==> config.mk <==
export PLATFORM = sky130hd
export DESIGN_NAME = cnmt_slave
export DESIGN_NICKNAME = d
export VERILOG_FILES = /design/src/hdl/cnmt_pkg.sv /design/src/hdl/cnmt_cmd_dec.sv /design/src/hdl/cnmt_rx_chan.sv /design/src/hdl/cnmt_slave.sv
export SDC_FILE = /design/constraint.sdc
export NUM_CORES = 1
export LEC_CHECK = 0
export BUFFER_PORTS_ARGS = -buffer_cell sky130_fd_sc_hd__clkbuf_2
export CORE_MARGIN = 2
export CORE_UTILIZATION = 40
export DETAILED_ROUTE_END_ITERATION = 16
export GPL_TIMING_DRIVEN = 0
export PLACE_DENSITY = 0.57
export SLEW_MARGIN = 10
export SYNTH_ARGS = -nofsm -noshare
export SYNTH_HDL_FRONTEND = slang
export SYNTH_SLANG_ARGS = --single-unit
==> constraint.sdc <==
create_clock -name SYS_CLK -period 26.8 [get_ports SYS_CLK]
set_clock_uncertainty 0.15 [all_clocks]
set_input_delay 1.34 -clock SYS_CLK [delete_from_list [all_inputs] [get_ports SYS_CLK]]
set_output_delay 1.34 -clock SYS_CLK [all_outputs]
set_load 0.005 [all_outputs]
==> src/hdl/cnmt_pkg.sv <==
// constants and types shared by the network-management slave files
package cnmt_pkg;
    // ========================================================
    // frame identity
    localparam logic [10:0] NMT_COB_ID      = 11'h000;
    localparam logic [3:0]  NMT_DLC         = 4'h2;
    localparam logic [6:0]  NODE_BROADCAST  = 7'h00;
    // ========================================================
    // command specifiers
    localparam logic [7:0]  CS_START        = 8'h01;
    localparam logic [7:0]  CS_STOP         = 8'h02;
    localparam logic [7:0]  CS_PREOP        = 8'h80;
    localparam logic [7:0]  CS_RESET_NODE   = 8'h81;
    localparam logic [7:0]  CS_RESET_COMM   = 8'h82;
    // ========================================================
    // node-state codes as read and written
    localparam logic [7:0]  NS_INIT         = 8'h00;
    localparam logic [7:0]  NS_STOPPED      = 8'h04;
    localparam logic [7:0]  NS_OPERATIONAL  = 8'h05;
    localparam logic [7:0]  NS_PREOP        = 8'h7F;
    localparam logic [7:0]  NS_RESET_NODE   = 8'h80;
    localparam logic [7:0]  NS_RESET_COMM   = 8'h81;
    // ========================================================
    // boot target select codes
    localparam logic [1:0]  BOOT_PREOP      = 2'h0;
    localparam logic [1:0]  BOOT_STOPPED    = 2'h1;
    localparam logic [1:0]  BOOT_OPER       = 2'h2;
    // ========================================================
    // receive channel communication objects
    localparam int          RX_CHANNELS     = 7;
    localparam logic [7:0]  SUB_COUNT       = 8'h00;
    localparam logic [7:0]  SUB_COB_ID      = 8'h01;
    localparam logic [7:0]  SUB_TTYPE       = 8'h02;
    localparam logic [31:0] SUB_COUNT_VALUE = 32'h0000_0002;
    localparam logic [31:0] RX1_ID_BASE     = 32'h0000_0200;
    localparam logic [31:0] RX2_ID_BASE     = 32'h0000_0300;
    localparam logic [31:0] RX_ID_DISABLED  = 32'h8000_06DF;
    localparam logic [7:0]  TTYPE_DEFAULT   = 8'hFE;
    localparam logic [7:0]  TTYPE_ASYNC_MAN = 8'hFE;
    localparam logic [7:0]  TTYPE_ASYNC_DEV = 8'hFF;
    localparam int          COB_INVALID_BIT = 31;
    // ========================================================
    // timing: initializing is held this many cycles plus one, covers the id synchroniser
    localparam logic [1:0]  INIT_CYCLES     = 2'h3;
    // ========================================================
    typedef enum logic [3:0] {
        ST_INIT  = 4'b0001,
        ST_PREOP = 4'b0010,
        ST_OPER  = 4'b0100,
        ST_STOP  = 4'b1000
    } cnmt_state_type;
endpackage

==> src/hdl/cnmt_cmd_dec.sv <==
// decoder of two-byte network-management frames for this node
`timescale 1ns/1ps
module cnmt_cmd_dec (
    input  wire logic        rx_valid,
    input  wire logic [10:0] rx_id,
    input  wire logic [3:0]  rx_dlc,
    input  wire logic [7:0]  rx_byte0,
    input  wire logic [7:0]  rx_byte1,
    input  wire logic [6:0]  node_id,
    output logic             cmd_start,
    output logic             cmd_stop,
    output logic             cmd_preop,
    output logic             cmd_rnode,
    output logic             cmd_rcomm
);
    import cnmt_pkg::*;
    logic frame_ok;
    logic for_us;
    // fixed identifier, exactly two bytes, top node bit must be clear
    assign frame_ok  = rx_valid && rx_id == NMT_COB_ID && rx_dlc == NMT_DLC;
    assign for_us    = !rx_byte1[7] && (rx_byte1[6:0] == node_id ||
                       rx_byte1[6:0] == NODE_BROADCAST);
    // unknown specifiers fall through to no command at all
    assign cmd_start = frame_ok && for_us && rx_byte0 == CS_START;
    assign cmd_stop  = frame_ok && for_us && rx_byte0 == CS_STOP;
    assign cmd_preop = frame_ok && for_us && rx_byte0 == CS_PREOP;
    assign cmd_rnode = frame_ok && for_us && rx_byte0 == CS_RESET_NODE;
    assign cmd_rcomm = frame_ok && for_us && rx_byte0 == CS_RESET_COMM;
endmodule // cnmt_cmd_dec

==> src/hdl/cnmt_rx_chan.sv <==
// one receive channel communication object: identifier and type
`timescale 1ns/1ps
module cnmt_rx_chan #(
    parameter logic [31:0] DEF_ID       = 32'h8000_06DF,
    parameter bit          DEF_ADD_NODE = 1'b0
) (
    input  wire logic        clk,
    input  wire logic        rst,
    input  wire logic        load_def,
    input  wire logic [6:0]  node_id,
    input  wire logic        wr_id,
    input  wire logic        wr_tt,
    input  wire logic [31:0] wdata,
    output logic [31:0]      cob_id,
    output logic [7:0]       ttype
);
    import cnmt_pkg::*;
    logic [31:0] def_id;
    // node-relative defaults need the node id, so async reset parks
    // the channel disabled and load_def fills the real default later
    assign def_id = DEF_ADD_NODE ? DEF_ID + {25'h0000000, node_id} : DEF_ID;
    always_ff @(posedge clk or posedge rst) begin
        if (rst) begin
            cob_id <= RX_ID_DISABLED;
            ttype  <= TTYPE_DEFAULT;
        end else if (load_def) begin
            cob_id <= def_id;
            ttype  <= TTYPE_DEFAULT;
        end else begin
            if (wr_id) begin
                cob_id <= wdata;
            end
            if (wr_tt) begin
                ttype <= wdata[7:0];
            end
        end
    end
endmodule // cnmt_rx_chan

==> src/hdl/cnmt_slave.sv <==
// network-management slave state machine with receive channel objects
// Operation
// - management frames use identifier zero, fixed and unchangeable
// - management frames carry two bytes: specifier then node id
// - power-up passes initializing, then by default pre-operational
// - boot setting may pick stopped or operational after start-up
// - pre-operational ignores process data, still serves service data
// - only operational handles process data; service data too
// - stopped handles neither process nor service data
// - stopped is left only by preop, start, reset node, reset comm; here the state write also leaves it
// - start moves pre-operational to operational
// - stop moves pre-operational or operational to stopped
// - enter-preop moves operational or stopped to pre-operational
// - reset node goes to initializing and restores all objects
// - reset comm goes to initializing and restores comm objects
// - specifier 01h start, 02h stop, 80h enter pre-operational
// - specifier 81h reset node, 82h reset communication
// - node byte 1 to 127 selects a single slave
// - node byte zero addresses all slaves; device executes it
// - state reads 0 init, 4 stopped, 5 operational, 127 preop
// - state write forces state; 128 node reset, 129 comm reset
// - channels 1-7 config by service data; subindex 0 reads 2
// - channel 1 defaults to 200h plus node id, type FEh
// - channel 2 defaults to 300h plus node id, type FEh
// - channels 3 to 7 default to 800006DFh, disabled
// - type FEh accepts process data immediately on arrival
`timescale 1ns/1ps
module cnmt_slave (
    input  wire logic        SYS_CLK,
    input  wire logic        RESET,
    input  wire logic [6:0]  NODE_ID,
    input  wire logic [1:0]  BOOT_TARGET_STATE_SELECT,
    input  wire logic        RX_VALID,
    input  wire logic [10:0] RX_ID,
    input  wire logic [3:0]  RX_DLC,
    input  wire logic [7:0]  RX_BYTE0,
    input  wire logic [7:0]  RX_BYTE1,
    input  wire logic        NODE_STATE_WR,
    input  wire logic [7:0]  NODE_STATE_WDATA,
    output logic [7:0]       NODE_STATE_CONTROL,
    input  wire logic        PDO_RX_VALID,
    input  wire logic [10:0] PDO_RX_ID,
    output logic             PDO_ACCEPT,
    output logic [2:0]       PDO_CHAN,
    output logic             PDO_TX_EN,
    output logic             SDO_EN,
    input  wire logic        CFG_WR,
    input  wire logic        CFG_RD,
    input  wire logic [2:0]  CFG_CH,
    input  wire logic [7:0]  CFG_SUB,
    input  wire logic [31:0] CFG_WDATA,
    output logic [31:0]      CFG_RDATA,
    output logic             CFG_ACK,
    output logic             CFG_ERR,
    output logic             APP_RESET,
    output logic             COMM_RESET
);
    import cnmt_pkg::*;

    cnmt_state_type state;
    logic [6:0]  node_meta;
    logic [6:0]  node_id;
    logic [1:0]  init_cnt;
    logic        init_done;
    logic        cmd_start;
    logic        cmd_stop;
    logic        cmd_preop;
    logic        cmd_rnode;
    logic        cmd_rcomm;
    logic        any_cmd;
    logic        go_rnode;
    logic        go_rcomm;
    logic        active;
    logic        sdo_ok;
    logic        cfg_ch_ok;
    logic        cfg_sub_ok;
    logic [31:0] cob_id [RX_CHANNELS];
    logic [7:0]  ttype  [RX_CHANNELS];
    logic [RX_CHANNELS-1:0] wr_id;
    logic [RX_CHANNELS-1:0] wr_tt;
    logic [RX_CHANNELS-1:0] pdo_hit;
    logic [2:0]  hit_idx;

    // ========================================================
    // node id synchroniser
    // strap from a pin; first stage feeds only the second
    always_ff @(posedge SYS_CLK or posedge RESET) begin
        if (RESET) begin
            node_meta <= 7'h00;
            node_id   <= 7'h00;
        end else begin
            node_meta <= NODE_ID;
            node_id   <= node_meta;
        end
    end

    // ========================================================
    // command decode
    cnmt_cmd_dec u_dec (
        .rx_valid  (RX_VALID),
        .rx_id     (RX_ID),
        .rx_dlc    (RX_DLC),
        .rx_byte0  (RX_BYTE0),
        .rx_byte1  (RX_BYTE1),
        .node_id   (node_id),
        .cmd_start (cmd_start),
        .cmd_stop  (cmd_stop),
        .cmd_preop (cmd_preop),
        .cmd_rnode (cmd_rnode),
        .cmd_rcomm (cmd_rcomm)
    );

    // ========================================================
    // state machine
    // a live frame wins over a state write in the same cycle
    assign active    = state != ST_INIT;
    assign any_cmd   = cmd_start || cmd_stop || cmd_preop ||
                       cmd_rnode || cmd_rcomm;
    assign go_rnode  = active && (cmd_rnode ||
                       (!any_cmd && NODE_STATE_WR &&
                        NODE_STATE_WDATA == NS_RESET_NODE));
    assign go_rcomm  = active && !go_rnode && (cmd_rcomm ||
                       (!any_cmd && NODE_STATE_WR &&
                        NODE_STATE_WDATA == NS_RESET_COMM));
    assign init_done = state == ST_INIT && init_cnt == 2'h0;

    // hold initializing a few cycles so the node id is settled
    always_ff @(posedge SYS_CLK or posedge RESET) begin
        if (RESET) begin
            init_cnt <= INIT_CYCLES;
        end else if (state != ST_INIT) begin
            init_cnt <= INIT_CYCLES;
        end else if (init_cnt != 2'h0) begin
            init_cnt <= init_cnt - 2'h1;
        end
    end

    always_ff @(posedge SYS_CLK or posedge RESET) begin
        if (RESET) begin
            state <= ST_INIT;
        end else if (go_rnode || go_rcomm) begin
            state <= ST_INIT;
        end else begin
            case (state)
                ST_INIT: begin
                    if (init_done) begin
                        case (BOOT_TARGET_STATE_SELECT)
                            BOOT_STOPPED: state <= ST_STOP;
                            BOOT_OPER:    state <= ST_OPER;
                            default:      state <= ST_PREOP;
                        endcase
                    end
                end
                ST_PREOP: begin
                    if (cmd_start) begin
                        state <= ST_OPER;
                    end else if (cmd_stop) begin
                        state <= ST_STOP;
                    end else if (!any_cmd && NODE_STATE_WR) begin
                        if (NODE_STATE_WDATA == NS_OPERATIONAL) begin
                            state <= ST_OPER;
                        end else if (NODE_STATE_WDATA == NS_STOPPED) begin
                            state <= ST_STOP;
                        end
                    end
                end
                ST_OPER: begin
                    if (cmd_stop) begin
                        state <= ST_STOP;
                    end else if (cmd_preop) begin
                        state <= ST_PREOP;
                    end else if (!any_cmd && NODE_STATE_WR) begin
                        if (NODE_STATE_WDATA == NS_PREOP) begin
                            state <= ST_PREOP;
                        end else if (NODE_STATE_WDATA == NS_STOPPED) begin
                            state <= ST_STOP;
                        end
                    end
                end
                ST_STOP: begin
                    // only frames and the state setting get out
                    if (cmd_preop) begin
                        state <= ST_PREOP;
                    end else if (cmd_start) begin
                        state <= ST_OPER;
                    end else if (!any_cmd && NODE_STATE_WR) begin
                        if (NODE_STATE_WDATA == NS_PREOP) begin
                            state <= ST_PREOP;
                        end else if (NODE_STATE_WDATA == NS_OPERATIONAL) begin
                            state <= ST_OPER;
                        end
                    end
                end
                default: state <= ST_INIT;
            endcase
        end
    end

    // ========================================================
    // reset pulses and state readback
    // one-cycle pulses on entry to initializing
    always_ff @(posedge SYS_CLK or posedge RESET) begin
        if (RESET) begin
            APP_RESET  <= 1'b0;
            COMM_RESET <= 1'b0;
        end else begin
            APP_RESET  <= go_rnode;
            COMM_RESET <= go_rnode || go_rcomm;
        end
    end

    always_ff @(posedge SYS_CLK or posedge RESET) begin
        if (RESET) begin
            NODE_STATE_CONTROL <= NS_INIT;
        end else begin
            case (state)
                ST_PREOP: NODE_STATE_CONTROL <= NS_PREOP;
                ST_OPER:  NODE_STATE_CONTROL <= NS_OPERATIONAL;
                ST_STOP:  NODE_STATE_CONTROL <= NS_STOPPED;
                default:  NODE_STATE_CONTROL <= NS_INIT;
            endcase
        end
    end

    // ========================================================
    // service enables
    assign sdo_ok = state == ST_PREOP || state == ST_OPER;
    always_ff @(posedge SYS_CLK or posedge RESET) begin
        if (RESET) begin
            SDO_EN    <= 1'b0;
            PDO_TX_EN <= 1'b0;
        end else begin
            SDO_EN    <= sdo_ok;
            PDO_TX_EN <= state == ST_OPER;
        end
    end

    // ========================================================
    // receive channel objects
    // defaults reload at the end of every pass through initializing,
    // which covers power-up and both reset commands
    assign cfg_ch_ok  = CFG_CH < 3'(RX_CHANNELS);
    assign cfg_sub_ok = CFG_SUB == SUB_COUNT || CFG_SUB == SUB_COB_ID ||
                        CFG_SUB == SUB_TTYPE;
    genvar g;
    generate
        for (g = 0; g < RX_CHANNELS; g = g + 1) begin : g_ch
            localparam logic [31:0] DEF = (g == 0) ? RX1_ID_BASE :
                                          (g == 1) ? RX2_ID_BASE :
                                          RX_ID_DISABLED;
            assign wr_id[g] = CFG_WR && sdo_ok && CFG_CH == 3'(g) &&
                              CFG_SUB == SUB_COB_ID;
            assign wr_tt[g] = CFG_WR && sdo_ok && CFG_CH == 3'(g) &&
                              CFG_SUB == SUB_TTYPE;
            cnmt_rx_chan #(
                .DEF_ID       (DEF),
                .DEF_ADD_NODE (g < 2)
            ) u_chan (
                .clk      (SYS_CLK),
                .rst      (RESET),
                .load_def (init_done),
                .node_id  (node_id),
                .wr_id    (wr_id[g]),
                .wr_tt    (wr_tt[g]),
                .wdata    (CFG_WDATA),
                .cob_id   (cob_id[g]),
                .ttype    (ttype[g])
            );
            // valid, matching, asynchronous type only
            assign pdo_hit[g] = !cob_id[g][COB_INVALID_BIT] &&
                                cob_id[g][10:0] == PDO_RX_ID &&
                                (ttype[g] == TTYPE_ASYNC_MAN ||
                                 ttype[g] == TTYPE_ASYNC_DEV);
        end
    endgenerate

    // configuration answer, one cycle after the strobe
    // subindex 0 is fixed at two and refuses writes
    always_ff @(posedge SYS_CLK or posedge RESET) begin
        if (RESET) begin
            CFG_RDATA <= 32'h0000_0000;
            CFG_ACK   <= 1'b0;
            CFG_ERR   <= 1'b0;
        end else begin
            CFG_ACK <= CFG_WR || CFG_RD;
            CFG_ERR <= (CFG_WR || CFG_RD) && (!sdo_ok || !cfg_ch_ok ||
                       !cfg_sub_ok || (CFG_WR && CFG_SUB == SUB_COUNT));
            if (CFG_RD && sdo_ok && cfg_ch_ok) begin
                if (CFG_SUB == SUB_COUNT) begin
                    CFG_RDATA <= SUB_COUNT_VALUE;
                end else if (CFG_SUB == SUB_COB_ID) begin
                    CFG_RDATA <= cob_id[CFG_CH];
                end else if (CFG_SUB == SUB_TTYPE) begin
                    CFG_RDATA <= {24'h000000, ttype[CFG_CH]};
                end else begin
                    CFG_RDATA <= 32'h0000_0000;
                end
            end else if (CFG_RD) begin
                CFG_RDATA <= 32'h0000_0000;
            end
        end
    end

    // ========================================================
    // process data acceptance
    // lowest channel wins if two share an identifier
    always_comb begin
        hit_idx = 3'h0;
        for (int i = RX_CHANNELS - 1; i >= 0; i--) begin
            if (pdo_hit[i]) begin
                hit_idx = 3'(i);
            end
        end
    end

    always_ff @(posedge SYS_CLK or posedge RESET) begin
        if (RESET) begin
            PDO_ACCEPT <= 1'b0;
            PDO_CHAN   <= 3'h0;
        end else begin
            PDO_ACCEPT <= PDO_RX_VALID && state == ST_OPER &&
                          |pdo_hit;
            if (PDO_RX_VALID && state == ST_OPER && |pdo_hit) begin
                PDO_CHAN <= hit_idx;
            end
        end
    end
endmodule // cnmt_slave

==> results.toml <==
[die]
ioPinCount = 159
dieArea_um2 = 45900
rows = 77
fp.dieH_um = 214
core-area_um2 = 43900
start_util_pct = 40.3
die_w_um = 214

[worst_setup_path]
worstPathArrival_ps = 4670
path_class = "in2reg"
crit_path_end_kind = "flip-flop"
cp_max_fo = 10
crit_required_ps = 27150
start_kind = "input port"

[drt]
initialDrtViolationCount = 1864
wire_per_inst_um = 23.5
drc = 0
routed_wl_um = 65000
ant_nets = 0
drtPass1Iterations = 7
routed_via_density = 5.63
via_count = 15600

[clock_tree]
cts-hold-fix-buffers = 0
clkTransAtPathRegs_ps = 60
cts_sinks = 345
root_buffer = "clkbuf_16"
htree_levels = 2
cts_made_buffers = 40
cts.repair.resized = 0
clk_latency_ps = 590
post_cts_buffers = 0
cts_tree = "built"
cts_buffer_depth = 3

[yosys]
ys_top_cells_by_area = "dfrtp_1, dfstp_2, nand2_1, mux4_2, a21oi_1"
syn_nets = 2064
synth-main-ff-cell = "dfrtp_1"
synth.distinct_cells = 73
ys_ff_latch = 345
synth_top_area_cell = "dfrtp_1"
synth_area_um2 = 17700
yosysTopAreaCellShare_pct = 31.5
synth-edff-count = 0
yosysWarnings = 0
yosysSeqAreaShare_pct = 49.7
synthArstFlopShare_pct = 100
synth_cells = 1952
avgSynthCellArea_um2 = 9.06

[timing]
tightestPinTransition_ps = 1050
setup_viol = 0
max_slew_margin_pct = 30.0
fin_tns_setup_ps = 0
timing.fmax_mhz = 231
setup_slack_ps = 22470
rsz0062_at_grt = "no"
min_period_ps = 4330
slew_viol_final = 0
holdWs_ps = 198
period_share_pct = 16.1
hold_viol = 0

[placed_design]
preCtsSetupSlack_ps = 22100
dp_hpwl_um = 47100
port_buffers = 140
gp_congestion = 0.967

[global_routing]
grt_antenna_before_repair = 4
grt_pass1_wl_um = 97900
grt_max_degree = 109
grt_pass1_vias = 15400
grt_usage_pct = 28.4
grt.overflow.total = 0

[cells_and_area]
fillers = 4289
layout-drive-gt1-share_pct = 20.0
area_growth_pct = 16.4
nets = 2249

[run]
drv_cap = 0

[power]
power_leakage_uw = 0.00888
p_total_uw = 1310
power.density_nw_per_um2 = 63.8
vdd_ir_drop_max_mv = 0.0341

[status]
status = "completed"

[min_path]
min_path_type = "reg2reg"
## layout make-up
class | instances | area [µm²] | share of cell area [%]
Sequential cell | 345 | 8790 | 42.7
Multi-Input combinational cell | 1411 | 8110 | 39.4
Clock buffer | 63 | 1210 | 5.86
Timing Repair Buffer | 143 | 783 | 3.80
Tap cell | 592 | 741 | 3.60
Buffer | 149 | 617 | 3.00
Inverter | 47 | 184 | 0.893
Clock inverter | 10 | 158 | 0.766
Antenna cell | 2 | 5.00 | 0.0243
## where the power goes
group          internal (µW)  total (µW)  switching, µW
Clock                    340         574            233
Combinational           57.3         170            113
Sequential               549         571           22.2
## through the flow
step,util [%],cells,instance area (µm²)
final,46.9,2762,20600
after floorplan,-,1952,17700
after global placement,43.5,2684,19100
after global routing,46.9,2761,20600
after detailed placement,43.8,2687,19200
after CTS,46.9,2760,20600
## critical path: stages
cell and delay, ps:
clkbuf_2 100, clkbuf_1 700, buf_2 570, buf_2 360, nor2_1 140, nand2_1 350
clkbuf_1 770, nand2_1 130, a31oi_1 200
## path summary, 6_finish.rpt
kind | startpoint | end | slack (ps) | cells after the start
hold reg to reg | node_meta[2] | node_id[2] | 200 | 0
setup reg to reg | state[2] | g_ch[1].u_chan.cob_id[28] | 23570 | 8
setup / recovery | CFG_CH[0] | g_ch[0].u_chan.cob_id[0] | 22470 | 9
hold / removal | node_meta[2] | node_id[2] | 200 | 0
min in group asynchronous | RESET | node_meta[2] | 720 | 2
max in group asynchronous | RESET | g_ch[6].u_chan.cob_id[16] | 24130 | 5
## state kept, by name (all words and copies together), names as in the netlist
name / count
APP_RESET: 1
CFG_ACK: 1
CFG_ERR: 1
CFG_RDATA: 32
COMM_RESET: 1
NODE_STATE_CONTROL: 3
PDO_ACCEPT: 1
PDO_CHAN: 3
PDO_TX_EN: 1
SDO_EN: 1
g_ch.u_chan.cob_id: 224
g_ch.u_chan.ttype: 56
init_cnt: 2
node_id: 7
node_meta: 7
state: 4
## routing by layer
layer / routed length [µm] / global-route usage (%) / vias up
met2: 29900 / 45.0 / 697
met4: 2610 / 11.8 / 2
met1: 27600 / 38.7 / 7710
met3: 4910 / 4.81 / 123
met5: 10 / 0 / -
li1: - / - / 7031
## cells by family (layout without fill, tap and decap cells)
family | count (synthesis) | count (layout) | synth area share (%)
buf+inv | 196 | 412 | 4.48
simple gates | 888 | 888 | 22.1
xor+xnor | 86 | 86 | 4.26
compound gates | 338 | 338 | 11.0
other cells | 1 | 3 | 0.0212
mux | 95 | 95 | 8.22
flops | 345 | 345 | 49.7
fa+ha+maj | 3 | 3 | 0.212
## cells in the mapped netlist (4+ instances only)
cell type and n:
o22ai_1 32, xnor2_1 23, nand3_1 102, nor4_1 23
buf_2 25, a31oi_1 21, nor3_1 12, mux4_2 40
nand2b_1 11, xor2_1 63, nor2_1 37, dfstp_2 122
nand4_1 21, buf_4 5, or4_1 4, nor4b_1 5
mux2i_1 53, nand4b_1 7, a21oi_1 169, inv_1 44
nand2_1 625, dfrtp_1 223, o21ai_0 56, clkbuf_1 108
o211ai_1 35, and2_1 4, buf_1 10
## cell usage in the layout (no fill, tap or decap), types with 5 or more instances in the layout
| cell type | instances |
|---|---|
| buf_4 | 5 |
| nor4b_1 | 5 |
| clkbuf_16 | 40 |
| nand2b_1 | 11 |
| mux2i_1 | 53 |
| nand4_1 | 21 |
| nand3_1 | 102 |
| clkbuf_8 | 12 |
| buf_1 | 10 |
| dfstp_2 | 122 |
| nor2_1 | 37 |
| dfrtp_1 | 223 |
| o211ai_1 | 35 |
| xnor2_1 | 23 |
| clkbuf_1 | 119 |
| o21ai_0 | 56 |
| inv_1 | 43 |
| nand2_1 | 625 |
| a21oi_1 | 169 |
| mux4_2 | 40 |
| o22ai_1 | 32 |
| xor2_1 | 63 |
| nand4b_1 | 7 |
| nor3_1 | 12 |
| buf_2 | 25 |
| a31oi_1 | 21 |
| clkbuf_2 | 140 |
| nor4_1 | 23 |
Power figures use the tool's default switching activity.
